### src/core/vsp_pkg.sv
package vsp_pkg;

  // Voltmeter program word layout
  localparam int PW_W          = 16;
  localparam int PW_ENCODE_BIT = 15;
  localparam int PW_RANGE_LSB  = 0;
  localparam int PW_FUNC_LSB   = 3;
  localparam int PW_PER_LSB    = 6;
  localparam int OCT_W         = 3;
  localparam int PER_W         = 2;

  typedef enum logic [2:0] {
    VSP_RNG_AUTO   = 3'h0, VSP_RNG_GAIN10 = 3'h1, VSP_RNG_0V1 = 3'h2,
    VSP_RNG_1V     = 3'h3, VSP_RNG_10V    = 3'h4, VSP_RNG_100V = 3'h5,
    VSP_RNG_1000V  = 3'h6, VSP_RNG_10MOHM = 3'h7
  } vsp_range_t;

  typedef enum logic [2:0] {
    VSP_FN_AC_NORMAL = 3'h0, VSP_FN_AC_FAST = 3'h1, VSP_FN_FREQ = 3'h2,
    VSP_FN_PERIOD    = 3'h3, VSP_FN_DC_VOLTS = 3'h4, VSP_FN_OHMS = 3'h5
  } vsp_func_t;

  typedef enum logic [1:0] {
    VSP_PER_1S = 2'h0, VSP_PER_100MS = 2'h1, VSP_PER_10MS = 2'h2
  } vsp_period_t;

  // Function digit of the result word
  typedef enum logic [3:0] {
    VSP_RF_PERIOD = 4'h0, VSP_RF_POS_DC = 4'h1, VSP_RF_NEG_DC = 4'h2,
    VSP_RF_KHZ    = 4'h3, VSP_RF_KOHM   = 4'h4, VSP_RF_MOHM   = 4'h5,
    VSP_RF_OVERLOAD = 4'h9, VSP_RF_AC_VOLTS = 4'hB
  } vsp_res_func_t;

  // Result word layout: range, function, six data digits
  localparam int RES_W         = 32;
  localparam int DIGIT_W       = 4;
  localparam int RES_RANGE_LSB = 28;
  localparam int RES_FUNC_LSB  = 24;
  localparam int RES_DATA_W    = 24;

  // Scanner
  localparam int          CHAN_W          = 10;
  localparam logic [9:0]  CHAN_MAX        = 10'h3E7;
  localparam int          SW_DELAY_LSB    = 0;
  localparam int          SW_FUNC_LSB     = 3;

  typedef enum logic [2:0] {
    VSP_SF_ACDC = 3'h0, VSP_SF_FREQ = 3'h1, VSP_SF_RES = 3'h2
  } vsp_scan_func_t;

  // Settling delays in microseconds, one entry per delay digit
  localparam int CLK_PERIOD_NS = 100;
  localparam int DLY_CNT_W     = 23;
  typedef int unsigned vsp_dly_arr_t [8];
  localparam vsp_dly_arr_t DLY_HV_US =
    '{15000, 17500, 22000, 27000, 42000, 62000, 145000, 500000};
  localparam vsp_dly_arr_t DLY_NORM_US =
    '{22000, 27000, 22000, 27000, 145000, 500000, 145000, 500000};

  // Least times round up to whole cycles
  function automatic vsp_dly_arr_t vsp_us_to_cyc(vsp_dly_arr_t us);
    vsp_dly_arr_t c;
    for (int i = 0; i < 8; i++) begin
      c[i] = (us[i] * 1000 + CLK_PERIOD_NS - 1) / CLK_PERIOD_NS;
    end
    return c;
  endfunction

  // Character string: positions and codes
  localparam int         CHAR_IDX_W = 4;
  localparam logic [3:0] IDX_RANGE  = 4'h0;
  localparam logic [3:0] IDX_FUNC   = 4'h1;
  localparam logic [3:0] IDX_D1     = 4'h7;
  localparam logic [3:0] IDX_EXP_E  = 4'h8;
  localparam logic [3:0] IDX_EXP_SG = 4'h9;
  localparam logic [3:0] IDX_EXP_Z  = 4'hA;
  localparam logic [3:0] IDX_EXP_R  = 4'hB;
  localparam logic [3:0] IDX_FC_HI  = 4'hE;
  localparam logic [3:0] IDX_LAST   = 4'hF;
  localparam logic [7:0] CH_ZERO    = 8'h30;
  localparam logic [7:0] CH_ONE     = 8'h31;
  localparam logic [7:0] CH_E       = 8'h45;
  localparam logic [7:0] CH_MINUS   = 8'h2D;
  localparam logic [7:0] CH_FILL    = 8'h20;
  localparam logic [3:0] FC_TEN     = 4'hA;

endpackage

### src/core/vsp_scanner_port.sv
// Contract
// RQ1: Bit 15 set starts conversion after applying
// RQ2: Program word bits 14-8 are ignored
// RQ3: Bits 2-0 select measurement range
// RQ4: Bits 5-3 select measurement function
// RQ5: Bits 7-6 select sample period
// RQ6: Result is eight BCD digits, 32 bits
// RQ7: Reader scales data by ten to -range
// RQ8: Function digit uses fixed 8-4-2-1 codes
// RQ9: Characters: digits, exponent, fill, function code
// RQ10: Integer function code only for 8-4-2-1
// RQ11: Release command lifts hold-off for reading
// RQ12: Input command returns characters or BCD word
// RQ13: Host releases first, then writes program word
// RQ14: Scanner write encodes after settling delay
// RQ15: Host clears bit 15 when channel correct
// RQ16: Scanner accepts channel 0-999 and word
// RQ17: Scanner word low bits: two octal digits
// RQ18: Scanner function: volts, frequency, resistance
// RQ19: Delay digit selects settling time column
// RQ20: One reading per release, then hold off
`timescale 1ns/1ps
`default_nettype none

module vsp_scanner_port #(
  parameter int unsigned DLY_HV_CYC [8] =
    vsp_pkg::vsp_us_to_cyc(vsp_pkg::DLY_HV_US),
  parameter int unsigned DLY_NORM_CYC [8] =
    vsp_pkg::vsp_us_to_cyc(vsp_pkg::DLY_NORM_US)
) (
  input  wire logic        CLK,
  input  wire logic        RESET,
  input  wire logic        CE,
  input  wire logic        RELEASE_STB,
  input  wire logic        PROG_WR_STB,
  input  wire logic [15:0] PROG_WORD,
  input  wire logic        SCAN_WR_STB,
  input  wire logic [9:0]  SCAN_CHAN,
  input  wire logic [15:0] SCAN_WORD,
  input  wire logic        READ_STB,
  input  wire logic        READ_ASCII,
  input  wire logic        CHAR_ACK,
  input  wire logic        INST_DONE,
  input  wire logic [31:0] INST_BCD,
  input  wire logic        HV_SCANNER,
  output logic             VM_ENCODE,
  output logic [2:0]       VM_RANGE,
  output logic [2:0]       VM_FUNC,
  output logic [1:0]       VM_PERIOD,
  output logic             SC_LOAD,
  output logic [9:0]       SC_CHAN,
  output logic [2:0]       SC_FUNC,
  output logic [2:0]       SC_DELAY,
  output logic             HOLDOFF_RELEASED,
  output logic             BUSY,
  output logic             RESULT_VALID,
  output logic             RD_WORD_STB,
  output logic [31:0]      RD_WORD,
  output logic             CHAR_VALID,
  output logic [7:0]       CHAR_DATA
);

  for (genvar g = 0; g < 8; g++) begin : g_chk
    if (DLY_HV_CYC[g] == 0 || DLY_HV_CYC[g] >= (1 << vsp_pkg::DLY_CNT_W) ||
        DLY_NORM_CYC[g] == 0 ||
        DLY_NORM_CYC[g] >= (1 << vsp_pkg::DLY_CNT_W)) begin : g_bad
      $error("Settling delay count out of range");
    end
  end

  typedef enum logic [1:0] {
    VSP_ST_IDLE    = 2'h0,
    VSP_ST_SETTLE  = 2'h1,
    VSP_ST_ARMED   = 2'h2,
    VSP_ST_MEASURE = 2'h3
  } vsp_state_t;

  localparam int DW = vsp_pkg::DIGIT_W;
  localparam int CW = vsp_pkg::DLY_CNT_W;

  // Instrument pins come from another domain
  logic        done_s1_ff, done_s2_ff, done_s3_ff;
  logic [31:0] bcd_s1_ff,  bcd_s2_ff;
  logic        hv_s1_ff,   hv_s2_ff;
  logic        done_rise;

  vsp_state_t  state_ff,    nxt_state_ff;
  logic        released_ff, nxt_released_ff;
  logic        encode_ff,   nxt_encode_ff;
  logic [2:0]  range_ff,    nxt_range_ff;
  logic [2:0]  func_ff,     nxt_func_ff;
  logic [1:0]  period_ff,   nxt_period_ff;
  logic        scload_ff,   nxt_scload_ff;
  logic [9:0]  chan_ff,     nxt_chan_ff;
  logic [2:0]  scfunc_ff,   nxt_scfunc_ff;
  logic [2:0]  scdly_ff,    nxt_scdly_ff;
  logic [CW-1:0] dly_ff,    nxt_dly_ff;
  logic [31:0] result_ff,   nxt_result_ff;
  logic        rvalid_ff,   nxt_rvalid_ff;
  logic [31:0] rdword_ff,   nxt_rdword_ff;
  logic        rdstb_ff,    nxt_rdstb_ff;
  logic        cbusy_ff,    nxt_cbusy_ff;
  logic [3:0]  cidx_ff,     nxt_cidx_ff;
  logic [7:0]  char_ff,     nxt_char_ff;

  function automatic logic [7:0] digit_char(input logic [3:0] d);
    return vsp_pkg::CH_ZERO + {4'h0, d};
  endfunction

  // Integer form of the function digit is defined for 8-4-2-1 codes only
  function automatic logic is_8421(input logic [3:0] f);
    return f <= 4'h5 || f == vsp_pkg::VSP_RF_OVERLOAD ||
           f == vsp_pkg::VSP_RF_AC_VOLTS;                       // [RQ10] [RQ8]
  endfunction

  function automatic logic [7:0] char_of(input logic [3:0]  idx,
                                         input logic [31:0] res);
    logic [3:0]  rng;
    logic [3:0]  fn;
    logic [23:0] sh;
    rng = res[vsp_pkg::RES_RANGE_LSB +: DW];
    fn  = res[vsp_pkg::RES_FUNC_LSB +: DW];
    sh  = res[vsp_pkg::RES_DATA_W-1:0] >> {vsp_pkg::IDX_D1 - idx, 2'h0};
    if (idx == vsp_pkg::IDX_RANGE || idx == vsp_pkg::IDX_EXP_R) begin
      return digit_char(rng);                                   // [RQ9]
    end else if (idx == vsp_pkg::IDX_FUNC) begin
      return digit_char(fn);
    end else if (idx <= vsp_pkg::IDX_D1) begin
      return digit_char(sh[DW-1:0]);
    end else if (idx == vsp_pkg::IDX_EXP_E) begin
      return vsp_pkg::CH_E;
    end else if (idx == vsp_pkg::IDX_EXP_SG) begin
      return vsp_pkg::CH_MINUS;
    end else if (idx == vsp_pkg::IDX_EXP_Z) begin
      return vsp_pkg::CH_ZERO;
    end else if (idx < vsp_pkg::IDX_FC_HI || !is_8421(fn)) begin
      return vsp_pkg::CH_FILL;
    end else if (idx == vsp_pkg::IDX_FC_HI) begin
      return (fn >= vsp_pkg::FC_TEN) ? vsp_pkg::CH_ONE : vsp_pkg::CH_ZERO;
    end else begin
      return digit_char((fn >= vsp_pkg::FC_TEN) ? fn - vsp_pkg::FC_TEN : fn);
    end
  endfunction

  always_ff @(posedge CLK or posedge RESET) begin
    if (RESET) begin
      done_s1_ff <= 1'b0;
      done_s2_ff <= 1'b0;
      done_s3_ff <= 1'b0;
      bcd_s1_ff  <= 32'h0000_0000;
      bcd_s2_ff  <= 32'h0000_0000;
      hv_s1_ff   <= 1'b0;
      hv_s2_ff   <= 1'b0;
    end else if (CE) begin
      done_s1_ff <= INST_DONE;
      done_s2_ff <= done_s1_ff;
      done_s3_ff <= done_s2_ff;
      bcd_s1_ff  <= INST_BCD;
      bcd_s2_ff  <= bcd_s1_ff;
      hv_s1_ff   <= HV_SCANNER;
      hv_s2_ff   <= hv_s1_ff;
    end
  end

  // Data pins are settled long before done rises, so the word is coherent
  assign done_rise = done_s2_ff && !done_s3_ff;

  always_comb begin
    nxt_state_ff    = state_ff;
    nxt_released_ff = released_ff;
    nxt_encode_ff   = 1'b0;
    nxt_range_ff    = range_ff;
    nxt_func_ff     = func_ff;
    nxt_period_ff   = period_ff;
    nxt_scload_ff   = 1'b0;
    nxt_chan_ff     = chan_ff;
    nxt_scfunc_ff   = scfunc_ff;
    nxt_scdly_ff    = scdly_ff;
    nxt_dly_ff      = dly_ff;
    nxt_result_ff   = result_ff;
    nxt_rvalid_ff   = rvalid_ff;
    nxt_rdword_ff   = rdword_ff;
    nxt_rdstb_ff    = 1'b0;
    nxt_cbusy_ff    = cbusy_ff;
    nxt_cidx_ff     = cidx_ff;
    nxt_char_ff     = char_ff;

    // Settings always apply; bits 14-8 are never looked at
    if (PROG_WR_STB) begin
      nxt_range_ff  = PROG_WORD[vsp_pkg::PW_RANGE_LSB +: vsp_pkg::OCT_W];
      nxt_func_ff   = PROG_WORD[vsp_pkg::PW_FUNC_LSB +: vsp_pkg::OCT_W];
      nxt_period_ff = PROG_WORD[vsp_pkg::PW_PER_LSB +: vsp_pkg::PER_W];
    end                                              // [RQ2] [RQ3] [RQ4] [RQ5]

    unique case (state_ff)
      VSP_ST_IDLE: begin
        if (SCAN_WR_STB && SCAN_CHAN <= vsp_pkg::CHAN_MAX) begin
          nxt_chan_ff   = SCAN_CHAN;                               // [RQ16]
          nxt_scfunc_ff = SCAN_WORD[vsp_pkg::SW_FUNC_LSB +: vsp_pkg::OCT_W];
          nxt_scdly_ff  = SCAN_WORD[vsp_pkg::SW_DELAY_LSB +: vsp_pkg::OCT_W];
          nxt_scload_ff = 1'b1;                             // [RQ17] [RQ18]
          nxt_dly_ff    = hv_s2_ff ?
            CW'(DLY_HV_CYC[nxt_scdly_ff]) :
            CW'(DLY_NORM_CYC[nxt_scdly_ff]);                       // [RQ19]
          nxt_state_ff  = VSP_ST_SETTLE;
        end else if (PROG_WR_STB && PROG_WORD[vsp_pkg::PW_ENCODE_BIT]) begin
          nxt_state_ff  = VSP_ST_ARMED;                              // [RQ1]
        end
      end
      VSP_ST_SETTLE: begin
        nxt_dly_ff = dly_ff - CW'(1);
        if (dly_ff == CW'(1)) begin
          nxt_state_ff = VSP_ST_ARMED;                              // [RQ14]
        end
      end
      VSP_ST_ARMED: begin
        // Encode waits for the host's release
        if (released_ff) begin
          nxt_encode_ff = 1'b1;                             // [RQ11] [RQ13]
          nxt_state_ff  = VSP_ST_MEASURE;
        end
      end
      VSP_ST_MEASURE: begin
        if (done_rise) begin
          nxt_result_ff   = bcd_s2_ff;                               // [RQ6]
          nxt_rvalid_ff   = 1'b1;
          nxt_released_ff = 1'b0;                                   // [RQ20]
          nxt_state_ff    = VSP_ST_IDLE;
        end
      end
    endcase

    // Release after the clear so a coinciding release is not lost
    if (RELEASE_STB) begin
      nxt_released_ff = 1'b1;                                       // [RQ11]
    end

    if (cbusy_ff) begin
      if (CHAR_ACK) begin
        if (cidx_ff == vsp_pkg::IDX_LAST) begin
          nxt_cbusy_ff = 1'b0;
        end else begin
          nxt_cidx_ff = cidx_ff + 4'h1;
          nxt_char_ff = char_of(cidx_ff + 4'h1, result_ff);          // [RQ9]
        end
      end
    end else if (READ_STB && rvalid_ff) begin
      if (READ_ASCII) begin
        nxt_cbusy_ff = 1'b1;                                        // [RQ12]
        nxt_cidx_ff  = vsp_pkg::IDX_RANGE;
        nxt_char_ff  = char_of(vsp_pkg::IDX_RANGE, result_ff);
      end else begin
        nxt_rdword_ff = result_ff;                                  // [RQ12]
        nxt_rdstb_ff  = 1'b1;
      end
    end
  end

  always_ff @(posedge CLK or posedge RESET) begin
    if (RESET) begin
      state_ff    <= VSP_ST_IDLE;
      released_ff <= 1'b0;
      encode_ff   <= 1'b0;
      range_ff    <= vsp_pkg::VSP_RNG_AUTO;
      func_ff     <= vsp_pkg::VSP_FN_AC_NORMAL;
      period_ff   <= vsp_pkg::VSP_PER_1S;
      scload_ff   <= 1'b0;
      chan_ff     <= 10'h000;
      scfunc_ff   <= vsp_pkg::VSP_SF_ACDC;
      scdly_ff    <= 3'h0;
      dly_ff      <= '0;
      result_ff   <= 32'h0000_0000;
      rvalid_ff   <= 1'b0;
      rdword_ff   <= 32'h0000_0000;
      rdstb_ff    <= 1'b0;
      cbusy_ff    <= 1'b0;
      cidx_ff     <= 4'h0;
      char_ff     <= 8'h00;
    end else if (CE) begin
      state_ff    <= nxt_state_ff;
      released_ff <= nxt_released_ff;
      encode_ff   <= nxt_encode_ff;
      range_ff    <= nxt_range_ff;
      func_ff     <= nxt_func_ff;
      period_ff   <= nxt_period_ff;
      scload_ff   <= nxt_scload_ff;
      chan_ff     <= nxt_chan_ff;
      scfunc_ff   <= nxt_scfunc_ff;
      scdly_ff    <= nxt_scdly_ff;
      dly_ff      <= nxt_dly_ff;
      result_ff   <= nxt_result_ff;
      rvalid_ff   <= nxt_rvalid_ff;
      rdword_ff   <= nxt_rdword_ff;
      rdstb_ff    <= nxt_rdstb_ff;
      cbusy_ff    <= nxt_cbusy_ff;
      cidx_ff     <= nxt_cidx_ff;
      char_ff     <= nxt_char_ff;
    end
  end

  assign VM_ENCODE        = encode_ff;
  assign VM_RANGE         = range_ff;
  assign VM_FUNC          = func_ff;
  assign VM_PERIOD        = period_ff;
  assign SC_LOAD          = scload_ff;
  assign SC_CHAN          = chan_ff;
  assign SC_FUNC          = scfunc_ff;
  assign SC_DELAY         = scdly_ff;
  assign HOLDOFF_RELEASED = released_ff;
  assign BUSY             = state_ff != VSP_ST_IDLE;
  assign RESULT_VALID     = rvalid_ff;
  assign RD_WORD_STB      = rdstb_ff;
  assign RD_WORD          = rdword_ff;
  assign CHAR_VALID       = cbusy_ff;
  assign CHAR_DATA        = char_ff;

  AST_ENCODE_ON_BIT15: assert property (@(posedge CLK) // [RQ1]
    disable iff (RESET || !CE)
    state_ff == VSP_ST_IDLE && PROG_WR_STB && !SCAN_WR_STB
    && PROG_WORD[vsp_pkg::PW_ENCODE_BIT] && released_ff |-> ##2 VM_ENCODE)
    else $error("Encode bit did not start a conversion");

  AST_NO_ENCODE_BIT15_LOW: assert property (@(posedge CLK) // [RQ1]
    disable iff (RESET || !CE)
    state_ff == VSP_ST_IDLE && PROG_WR_STB && !SCAN_WR_STB
    && !PROG_WORD[vsp_pkg::PW_ENCODE_BIT]
    |=> state_ff == VSP_ST_IDLE ##1 !VM_ENCODE)
    else $error("Conversion started without encode bit");

  AST_SETTINGS_HOLD: assert property (@(posedge CLK) // [RQ3]
    disable iff (RESET || !CE)
    !PROG_WR_STB |=> $stable(VM_RANGE) && $stable(VM_FUNC)
    && $stable(VM_PERIOD))
    else $error("Settings changed without a program write");

  AST_ENCODE_NEEDS_RELEASE: assert property (@(posedge CLK) // [RQ11]
    disable iff (RESET || !CE)
    $rose(VM_ENCODE) |-> $past(released_ff) && state_ff == VSP_ST_MEASURE)
    else $error("Encode issued while held off");

  AST_ONE_PER_RELEASE: assert property (@(posedge CLK) // [RQ20]
    disable iff (RESET || !CE)
    state_ff == VSP_ST_MEASURE && done_rise && !RELEASE_STB && !READ_STB
    |=> RESULT_VALID && !HOLDOFF_RELEASED && RD_WORD_STB == 1'b0
    ##0 state_ff == VSP_ST_IDLE)
    else $error("Hold-off not restored after a reading");

  AST_SCAN_CHAN_LIMIT: assert property (@(posedge CLK) // [RQ16]
    disable iff (RESET || !CE)
    SCAN_WR_STB && SCAN_CHAN > vsp_pkg::CHAN_MAX |=> !SC_LOAD)
    else $error("Channel above 999 accepted");

  AST_SCAN_FIELDS: assert property (@(posedge CLK) // [RQ17]
    disable iff (RESET || !CE)
    SC_LOAD |-> SC_FUNC == $past(SCAN_WORD[5:3])
    && SC_DELAY == $past(SCAN_WORD[2:0]) && state_ff == VSP_ST_SETTLE)
    else $error("Scanner digits taken from wrong bits");

  AST_SETTLE_THEN_ARM: assert property (@(posedge CLK) // [RQ14]
    disable iff (RESET || !CE)
    state_ff == VSP_ST_SETTLE && dly_ff == CW'(1)
    |=> state_ff == VSP_ST_ARMED)
    else $error("Settling end did not arm the conversion");

  AST_BCD_READ: assert property (@(posedge CLK) // [RQ12]
    disable iff (RESET || !CE)
    READ_STB && !READ_ASCII && RESULT_VALID && !CHAR_VALID
    |=> RD_WORD_STB && RD_WORD == $past(result_ff))
    else $error("BCD read returned wrong word");

  AST_CHAR_EXPONENT: assert property (@(posedge CLK) // [RQ9]
    disable iff (RESET || !CE)
    CHAR_VALID && cidx_ff == vsp_pkg::IDX_EXP_E |-> CHAR_DATA == vsp_pkg::CH_E)
    else $error("Exponent letter missing");

endmodule // vsp_scanner_port

`default_nettype wire

### config.mk
export PLATFORM = sky130hd
export DESIGN_NAME = vsp_scanner_port
export DESIGN_NICKNAME = d
export VERILOG_FILES = /design/src/core/vsp_pkg.sv /design/src/core/vsp_scanner_port.sv
export SDC_FILE = /design/constraint.sdc
export NUM_CORES = 1
export LEC_CHECK = 0
export BUFFER_PORTS_ARGS = -buffer_cell sky130_fd_sc_hd__buf_2
export CORE_ASPECT_RATIO = 1.75
export CORE_UTILIZATION = 35
export CTS_CLUSTER_SIZE = 14
export DETAILED_ROUTE_END_ITERATION = 12
export HOLD_SLACK_MARGIN = 0.03
export PLACE_DENSITY = 0.66
export SKIP_LAST_GASP = 1
export SYNTH_ARGS = -nofsm -noshare
export SYNTH_HDL_FRONTEND = slang
export SYNTH_SLANG_ARGS = --single-unit
### constraint.sdc
create_clock -name CLK -period 7.71 [get_ports CLK]
set_clock_uncertainty 0.15 [all_clocks]
set_input_delay 0.3855 -clock CLK [delete_from_list [all_inputs] [get_ports CLK]]
set_output_delay 0.3855 -clock CLK [all_outputs]
set_load 0.01 [all_outputs]
==> impl_summary.txt, run 1 <==
----------------------------------------------------
[Status]
  Run status ... finished with violations
  Violated checks ... hold timing

[Placed design]
  Post-DP HPWL ... 14.7 mm
  Number of buffer cells added on primary ports ... 137
  Dpl cells ... 1180
  Final weighted congestion in routability-driven placement ... 0.889

[Worst setup path]
  WP data arrival ... 3.59 ns
  Startpoint types ... register
  Worst Path Required ... 7.86 ns
  Capturing element type of the critical path ... register
  Critical path fanouts, max ... 18
  Category of the critical setup timing path ... reg2reg

[Pwr]
  Switch share ... 36.0%
  Combinational Power Share ... 32.7%
  Cell area power density ... 338 nW/um^2
  P_sw ... 1.37 mW
  Sequential cell fraction of total power ... 43.9%
  Leak ... 5.10 nW
  Design internal power ... 2.43 mW
  PnR Total Power ... 3.80 mW
  Worst IR drop on VDD ... 181 uV
  Power share of the clock group ... 23.4%

[Detailed routing]
  DR iter-0 viols ... 348
  Detailed-route wire length ... 21.7 mm
  Wire per inst ... 17.2 microns
  Number of search-and-repair iterations in the first detailed-routing pass ... 4
  Residual DRC ... 0
  Count of nets left with antenna violations after detail routing ... 0
  Via count ... 6506
  Vias/cell ... 5.14

[Layout]
  Final antenna diode count ... 0
  Leading cell types in the layout, fill and taps excluded ... sky130_fd_sc_hd__dfrtp_1 (199), sky130_fd_sc_hd__mux2_2 (157), sky130_fd_sc_hd__buf_2 (136)
  Post-route insts no fill ... 1266
  Core utilization of the finished layout ... 44.2%
  Most frequent standard cell in the layout excluding fill and tap cells ... sky130_fd_sc_hd__dfrtp_1
  Fraction of final layout cells with drive strength greater than 1 ... 36.4%
  Layout area overhead ... 23.1%
  Net count, final ... 1045

[Logic synthesis]
  Yosys warning count ... 0
  Post-synthesis sequential element count ... 199
  Post-synthesis instance area ... 9140 sq um
  Distinct cell type count of the synthesized netlist ... 62
  Share of the yosys chip area belonging to registers ... 54.5%
  Number of flops mapped to enable cells by yosys ... 0
  Most used flip-flop cell after synthesis ... sky130_fd_sc_hd__dfrtp_1
  Synthesized net count ... 871
  Number of standard cells after synthesis ... 763
  Average footprint of a synthesized cell ... 12.0 sq um
  Async set-reset flop share out of synthesis ... 100%

[GRT]
  Initial antenna violation count ... 0
  Global routing usage summed across all routing layers ... 17.3%
  Global-route wire length before repair ... 34.7 mm
  Number of global-route vias before repair ... 6526
  Maximum number of pins on one net before global-route repair ... 143
  Overflow left after global routing ... 0

[Clock network]
  Setup Buffers After CTS ... 0
  Library cell used as clock root buffer ... sky130_fd_sc_hd__clkbuf_16
  Worst-skew pair later-pin latency ... 0.45 ns
  Clock sinks ... 199
  Hold Buf Count CTS ... 54
  CTS H-Tree Depth ... 4
  Clock edge transition at the registers on the reported setup and hold paths ... 0.08 ns
  CTS-repair resized insts ... 0
  CTS buffer count ... 17
  CTS tree ... yes
  Maximum buffer depth of the clock tree ... 2

[Floorplanning]
  Effective utilization at floorplan ... 35.9%
  Core area ... 25400 sq um
  Die extent in x ... 124 microns
  Die height ... 216 microns
  Ports placed on the boundary ... 156
  Cell Rows ... 77
  Overall die area ... 26800 sq um

[Timing]
  Worst Max-Slew Pin Slew ... 1.04 ns
  Final Slew Violations ... 0
  RSZ-0062 raised after global routing ... false
  Min Clock Period, post-route ... 3.44 ns
  Fmax ... 291 MHz
  Period utilisation layout ... 44.6%
  Endpoints failing setup ... 0
  Total Neg Setup Slack ... 0 ns
  Number of hold violations in the final report ... 15
  Max_slew headroom ... 30.5%
  Final hold slack ... -0.00719 ns

[Flow run]
  Maximum capacitance violations ... 0

[Hold path]
  Classification of the worst-slack hold path ... in2async

----------------------------------------------------
-- registers in the layout, summed over array words and instances (netlist names), 2 cells and up --
register,count
state_ff,2
VM_PERIOD,2
result_ff,32
CHAR_DATA,7
SC_CHAN,10
bcd_s1_ff,32
cidx_ff,4
bcd_s2_ff,32
dly_ff,23
RD_WORD,32
SC_FUNC,3
VM_RANGE,3
VM_FUNC,3
SC_DELAY,3
-- power groups by stage --
stage / registers [mW] / logic (mW) / clock network, mW
2_1_floorplan: 1.63 / 0.837 / 0
6_report: 1.67 / 1.24 / 0.888
3_3_place_gp: 1.68 / 1.20 / 0
4_1_cts: 1.67 / 1.25 / 0.916
5_1_grt: 1.72 / 1.37 / 0.956
3_5_place_dp: 1.69 / 1.23 / 0
-- per-stage QoR --
step                worst slack, ns  cell area (sq um)
floorplan                      1.75               9140
global placement               4.34              10100
detailed placement             4.30              10100
CTS                            4.26              11300
global route                   4.15              11300
finish                         4.27              11300
-- layout make-up --
class	instances	area, sq um
Clock buffer	17	425
Clock inverter	15	168
Fill cell	2397	14200
Inverter	26	105
Multi-Input combinational cell	496	3910
Sequential cell	199	4980
Tap cell	316	395
Timing Repair Buffer	197	1270
-- final timing paths --
path / to / start / cells after the start / slack (ns)
max: CHAR_DATA[2] / cidx_ff[0] / 7 / 4.27
min: VM_FUNC[1] / RESET / 2 / -0.007
max reg2reg: CHAR_DATA[2] / cidx_ff[0] / 7 / 4.27
min reg2reg: SC_DELAY[2] / SC_DELAY[2] / 2 / 0.32
max in group asynchronous: bcd_s1_ff[7] / RESET / 3 / 6.06
min in group CLK: bcd_s1_ff[24] / INST_BCD[24] / 2 / 0.06
-- critical path: stages, from the launching register on --
cell and delay (ns):
sky130_fd_sc_hd__dfrtp_1 0.84, sky130_fd_sc_hd__inv_1 0.18, sky130_fd_sc_hd__ha_1 0.68, sky130_fd_sc_hd__mux4_2 0.64
sky130_fd_sc_hd__a21oi_1 0.20, sky130_fd_sc_hd__o22ai_1 0.10, sky130_fd_sc_hd__a221oi_1 0.36, sky130_fd_sc_hd__o21ai_0 0.13
-- Yosys cell counts (all sizes together) (3+ instances only) --
master  count  area, sq um
a22oi       7         52.6
nand4       3         18.8
a21o        3         22.5
nor4        6         37.5
inv        25         93.8
buf         3         16.3
nand2b      5         31.3
dfrtp     199         4980
and2        4         25.0
mux2      157         1770
o21a        3         22.5
xnor2       3         26.3
a22o        4         35.0
o22ai       8         50.1
o31ai       3         22.5
nor3       12         60.1
clkbuf     39          146
nand2      40          150
a31oi       5         31.3
a221oi      3         26.3
nor2b       4         25.0
mux2i       8         80.1
a211oi      5         37.5
or4         4         33.8
nand3      10         50.1
a21oi      40          200
mux4        3         67.6
nor2       38          145
ha         23          288
o21ai      64          320
-- per-layer routing --
| layer | routed length, microns | share of wire, % | up-vias | GRT usage (%) |
|---|---|---|---|---|
| li1 | - | - | 3093 | - |
| met1 | 8210 | 38 | 3214 | 18.5 |
| met2 | 11900 | 55 | 151 | 31.1 |
| met3 | 688 | 3.2 | 48 | 3.41 |
| met4 | 915 | 4.2 | 0 | 9.40 |
| met5 | 0 | 0 | - | 0 |
-- logic make-up after synthesis --
| family | share of synthesized area (%) |
|---|---|
| DFF | 54.5 |
| other | 0.0410 |
| xor gates and xnor gates | 0.479 |
| muxes | 21.0 |
| AOI/OAI and AO/OA | 10.6 |
| and+or+nand+nor | 7.38 |
| buffers and inverters | 2.85 |
| adders and majority gates | 3.15 |
No activity file was read; power rests on OpenSTA's default activity.
==> inputs of run 2 (changes only) <==
clock period = 3.3 ns   (was 7.71 ns; I/O delays follow)
==> impl_summary.txt, run 2 (same netlist as run 1, synthesis figures left out) <==
----------------------------------------------------
[Clock network]
  CTS tree ... yes
  CTS-repair resized insts ... 0
  Setup Buffers After CTS ... 0
  Library cell used as clock root buffer ... sky130_fd_sc_hd__clkbuf_16
  Worst-skew pair later-pin latency ... 0.44 ns
  Clock edge transition at the registers on the reported setup and hold paths ... 0.07 ns
  CTS H-Tree Depth ... 4
  Clock sinks ... 199
  Maximum buffer depth of the clock tree ... 2
  CTS buffer count ... 17

[GRT]
  Global routing usage summed across all routing layers ... 17.7%
  Met2 Resource Use GR ... 32.0%
  Initial antenna violation count ... 1
  Maximum number of pins on one net before global-route repair ... 62
  Most Used Layer, Global Route ... met2
  Number of global-route vias before repair ... 6824
  Overflow left after global routing ... 0
  Global-route wire length before repair ... 35.8 mm
  M1 GR Usage ... 18.9%
  Met3 Use GR ... 3.81%

[Worst setup path]
  Category of the critical setup timing path ... reg2reg
  Endpoint of the worst-slack reg-to-reg timing path ... state_ff[0]
  Slack of the worst reg-to-reg path ... 0.62 ns
  WP data arrival ... 2.84 ns
  Capturing element type of the critical path ... register
  Origin of the critical flop-to-flop path ... dly_ff[16]
  FF-to-FF path depth ... 6
  Worst Path Required ... 3.46 ns
  Startpoint types ... register
  Critical path fanouts, max ... 7

[Timing]
  Max_slew headroom ... 40.4%
  Period utilisation layout ... 81.2%
  Worst Max-Slew Pin Slew ... 0.892 ns
  Fmax ... 373 MHz
  Endpoints failing setup ... 0
  Total Neg Setup Slack ... 0 ns
  RSZ-0062 raised after global routing ... false
  Number of hold violations in the final report ... 0
  Final Slew Violations ... 0
  Min Clock Period, post-route ... 2.68 ns

[Floorplanning]
  Overall die area ... 26800 sq um
  Die height ... 216 microns
  Ports placed on the boundary ... 156
  Core area ... 25400 sq um
  Die extent in x ... 124 microns
  Effective utilization at floorplan ... 35.9%
  Cell Rows ... 77

[Layout]
  Leading cell types in the layout, fill and taps excluded ... sky130_fd_sc_hd__dfrtp_1 (199), sky130_fd_sc_hd__mux2_2 (157), sky130_fd_sc_hd__buf_2 (136)
  Most frequent standard cell in the layout excluding fill and tap cells ... sky130_fd_sc_hd__dfrtp_1
  Net count, final ... 1063
  Multi-input gate area ... 3910 sq um
  Storage cell area ... 4980 sq um
  Layout area overhead ... 25.1%
  Fraction of final layout cells with drive strength greater than 1 ... 36.1%
  Number of filler cells placed in the layout ... 2352

[Hold path]
  Terminating pin of the worst hold path ... RD_WORD_STB
  Worst Min Path Start ... READ_STB
  Hold-critical path depth ... 3
  Classification of the worst-slack hold path ... in2reg

[Placed design]
  Final weighted congestion in routability-driven placement ... 0.881
  Number of buffer cells added on primary ports ... 137
  Post-DP HPWL ... 15.5 mm

[Detailed routing]
  Via count ... 6604
  DR iter-0 viols ... 442
  Vias/cell ... 5.15
  Detailed-route wire length ... 22.1 mm
  Residual DRC ... 0
  Count of nets left with antenna violations after detail routing ... 0
  Number of search-and-repair iterations in the first detailed-routing pass ... 7
  Wire per inst ... 17.3 microns

[Pwr]
  Leak ... 5.18 nW
  Combinational Power Share ... 34.1%
  Sequential cell fraction of total power ... 43.3%
  Switch share ... 34.9%
  Power share of the clock group ... 22.6%
  Design internal power ... 5.80 mW
  Worst IR drop on VDD ... 440 uV
  Cell area power density ... 781 nW/um^2
  P_sw ... 3.12 mW
  PnR Total Power ... 8.92 mW

[Flow run]
  Maximum capacitance violations ... 0

[Status]
  Run status ... finished clean

----------------------------------------------------
-- run 2: power groups by stage --
stage	Combinational (mW)	Clock [mW]	Sequential, mW
after floorplan	1.96	0	3.81
after global placement	2.93	0	3.87
after detailed placement	2.99	0	3.91
after CTS	3.06	2.10	3.87
after global routing	3.34	2.19	3.99
final	3.04	2.02	3.87
-- run 2: critical path: stages (launching register included) --
cell and delay (ns):
sky130_fd_sc_hd__dfrtp_1 0.44, sky130_fd_sc_hd__or4_4 0.57, sky130_fd_sc_hd__or3_4 0.36, sky130_fd_sc_hd__o41ai_2 0.44, sky130_fd_sc_hd__o2111ai_1 0.26, sky130_fd_sc_hd__a21oi_1 0.23, sky130_fd_sc_hd__o22ai_1 0.10
-- run 2: cell type report --
cell class | instances | share of cell area, %
clock inverters | 6 | 0.821
diodes | 1 | 0.0219
clock buffers | 23 | 4.01
well taps | 316 | 3.46
inverters | 26 | 0.887
multi-input cells | 496 | 34.2
repair buffers | 215 | 13.1
flip-flops and latches | 199 | 43.6
-- run 2: routing by layer --
layer  up-vias  wire length, microns
met5         -                     0
met4         0                   792
met3        42                   792
met2       149                 12300
met1      3285                  8270
li1       3128                     -
-- run 2: how the worst max path moves through the flow --
stage                    start      endpoint  slack (ns)  cells after the start
global placement    dly_ff[16]   state_ff[0]        0.68                      6
detailed placement  dly_ff[16]   state_ff[0]        0.64                      6
finish              dly_ff[16]   state_ff[0]        0.62                      6
CTS                 dly_ff[16]   state_ff[0]        0.63                      6
floorplan                RESET  CHAR_DATA[0]        0.41                      1
global route        cidx_ff[1]  CHAR_DATA[3]        0.52                      7
-- run 2: timing repair --
action | CTS | global route
hold endpoints to repair | 96 | 0
hold buffers | 62 | 0
endpoints found under the setup margin | 0 | 0
-- run 2: per-stage QoR --
step | utilization (%) | setup WS, ns | instance area [sq um] | cells | hold WS, ns
floorplan | - | 0.411 | 9140 | 763 | 0.104
global placement | 40.3 | 0.676 | 10300 | 1190 | 0.230
detailed placement | 40.3 | 0.644 | 10300 | 1190 | 0.248
CTS | 44.9 | 0.627 | 11400 | 1281 | 0.0552
global route | 44.9 | 0.522 | 11400 | 1282 | 0.0859
finish | 44.9 | 0.619 | 11400 | 1282 | 0.0767
==> inputs of run 3 (changes only) <==
clock period = 2.8 ns   (was 3.3 ns; I/O delays follow)
==> impl_summary.txt, run 3 (same netlist as run 1, synthesis figures left out) <==
----------------------------------------------------
[Timing]
  Max_slew headroom ... 55.1%
  Period utilisation layout ... 93.7%
  PnR worst setup slack ... 0.176 ns
  Final Slew Violations ... 0
  Endpoints failing setup ... 0
  Fmax ... 381 MHz
  Number of hold violations in the final report ... 0
  RSZ-0062 raised after global routing ... false
  Worst Max-Slew Pin Slew ... 0.672 ns
  Final hold slack ... 0.0815 ns
  Min Clock Period, post-route ... 2.62 ns

[Worst setup path]
  Category of the critical setup timing path ... reg2reg
  Worst Path Required ... 2.97 ns
  WP data arrival ... 2.79 ns
  Slowest CP cell ... sky130_fd_sc_hd__or4_4
  Capturing element type of the critical path ... register
  Delay contributed by the slowest stage of the critical path ... 0.57 ns
  Startpoint types ... register
  Critical-path cell list ... or4_4 > or3_4 > o41ai_2 > o2111ai_1 > a21oi_1 > o22ai_1
  Critical path fanouts, max ... 7

[Layout]
  Core utilization of the finished layout ... 45.3%
  Leading cell types in the layout, fill and taps excluded ... sky130_fd_sc_hd__dfrtp_1 (199), sky130_fd_sc_hd__mux2_2 (157), sky130_fd_sc_hd__buf_2 (136)
  Layout area overhead ... 26.2%
  Most frequent standard cell in the layout excluding fill and tap cells ... sky130_fd_sc_hd__dfrtp_1
  Number of filler cells placed in the layout ... 2323
  Fraction of final layout cells with drive strength greater than 1 ... 37.2%
  Net count, final ... 1074
  Final non-filler cell area ... 11500 sq um
  Final antenna diode count ... 0

[GRT]
  Maximum number of pins on one net before global-route repair ... 60
  Number of global-route vias before repair ... 6802
  Global-route wire length before repair ... 35.7 mm
  Overflow left after global routing ... 0
  Global routing usage summed across all routing layers ... 17.7%
  Initial antenna violation count ... 0

[Detailed routing]
  Top routing layer in use ... met4
  Detailed-route wire length ... 22.3 mm
  Length of routed met3 wiring ... 622 microns
  DR iter-0 viols ... 380
  Amount of wire on met2 after detailed routing ... 12.5 mm
  Length of routed wiring on met1 ... 8.38 mm
  Via count ... 6678
  Number of search-and-repair iterations in the first detailed-routing pass ... 5
  Residual DRC ... 0
  Wire per inst ... 17.3 microns
  Count of nets left with antenna violations after detail routing ... 0
  Vias/cell ... 5.16

[Pwr]
  P_sw ... 3.80 mW
  Sequential cell fraction of total power ... 43.3%
  Power share of the clock group ... 22.9%
  Leak ... 5.24 nW
  Worst IR drop on VDD ... 824 uV
  Cell area power density ... 921 nW/um^2
  Combinational Power Share ... 33.8%
  Design internal power ... 6.82 mW
  Switch share ... 35.8%

[Placed design]
  Post-DP HPWL ... 16.0 mm
  Final weighted congestion in routability-driven placement ... 0.894
  Number of buffer cells added on primary ports ... 137
  Placement-stage worst setup slack ... 0.206 ns
  Placed cell areas ... 10300 sq um

[Flow run]
  Maximum capacitance violations ... 0

[Clock network]
  Maximum buffer depth of the clock tree ... 2
  Library cell used as clock root buffer ... sky130_fd_sc_hd__clkbuf_16
  Clock sinks ... 199
  CTS buffer count ... 17
  CTS H-Tree Depth ... 4
  Clock edge transition at the registers on the reported setup and hold paths ... 0.08 ns
  CTS tree ... yes
  Worst-skew pair later-pin latency ... 0.45 ns

[Floorplanning]
  Die height ... 216 microns
  Core area ... 25400 sq um
  Effective utilization at floorplan ... 35.9%
  Cell Rows ... 77
  Die extent in x ... 124 microns
  Overall die area ... 26800 sq um
  Ports placed on the boundary ... 156

[Status]
  Run status ... finished clean

[Hold path]
  Classification of the worst-slack hold path ... in2reg

----------------------------------------------------
-- run 3: cell types whose count changed in the layout (fill, tap and decap cells not counted), moves of 2 or more --
cell                            before  now
sky130_fd_sc_hd__dlygate4sd3_1      62   64
sky130_fd_sc_hd__inv_8               0    3
sky130_fd_sc_hd__clkbuf_1            5    1
sky130_fd_sc_hd__buf_4              12   22
-- run 3: layout make-up --
class,instances,area [sq um],area share [%]
sequential,199,4980,43.2
multi-input combinational,496,3910,33.9
timing repair buffer,226,1570,13.6
clock buffer,19,443,3.84
tap,316,395,3.43
clock inverter,12,135,1.17
inverter,26,101,0.879
-- run 3: path summary, 6_finish.rpt --
path                                  start           end  slack [ns]  depth (start not counted)
worst max-delay path             dly_ff[16]   state_ff[0]        0.18                          6
min in group asynchronous             RESET  bcd_s1_ff[8]        0.21                          3
worst min-delay path            PROG_WR_STB   state_ff[0]        0.08                          4
worst max register to register   dly_ff[16]   state_ff[0]        0.18                          6
max in group asynchronous             RESET      hv_s2_ff        1.55                          4
worst min register to register  SC_DELAY[1]   SC_DELAY[1]        0.33                          2
-- run 3: routing by layer --
layer  track usage [%]  vias to the layer above
met4              8.97                        0
met1              18.7                     3327
met3              2.77                       45
li1                  -                     3147
met2              32.7                      159
met5                 0                        -
-- run 3: critical path: cells and delay by family, from the launching register on --
| family | cells | cell delay [ns] |
|---|---|---|
| compound gates | 4 | 0.97 |
| flops | 1 | 0.44 |
| simple gates | 2 | 0.93 |
-- run 3: power by group through the flow --
stage	clock (mW)	combinational [mW]	sequential, mW
2_1_floorplan	0	2.31	4.49
3_3_place_gp	0	3.45	4.61
3_5_place_dp	0	3.52	4.65
4_1_cts	2.52	3.61	4.60
5_1_grt	2.60	3.95	4.73
6_report	2.43	3.59	4.59
-- run 3: what timing repair did --
| action | in CTS | in global routing |
|---|---|---|
| setup buffers | 0 | 0 |
| gates resized for setup | 0 | 1 |
| endpoints found under the setup margin | 0 | 1 |
| endpoints found under the hold margin | 88 | 0 |
| hold buffers | 64 | 0 |
-- run 3: per-stage QoR --
step / std cells / TNS (ns) / total power, mW
floorplan: 763 / -12.81 / 6.80
global placement: 1199 / 0 / 8.06
detailed placement: 1199 / 0 / 8.17
CTS: 1294 / 0 / 10.7
global route: 1294 / 0 / 11.3
finish: 1294 / 0 / 10.6
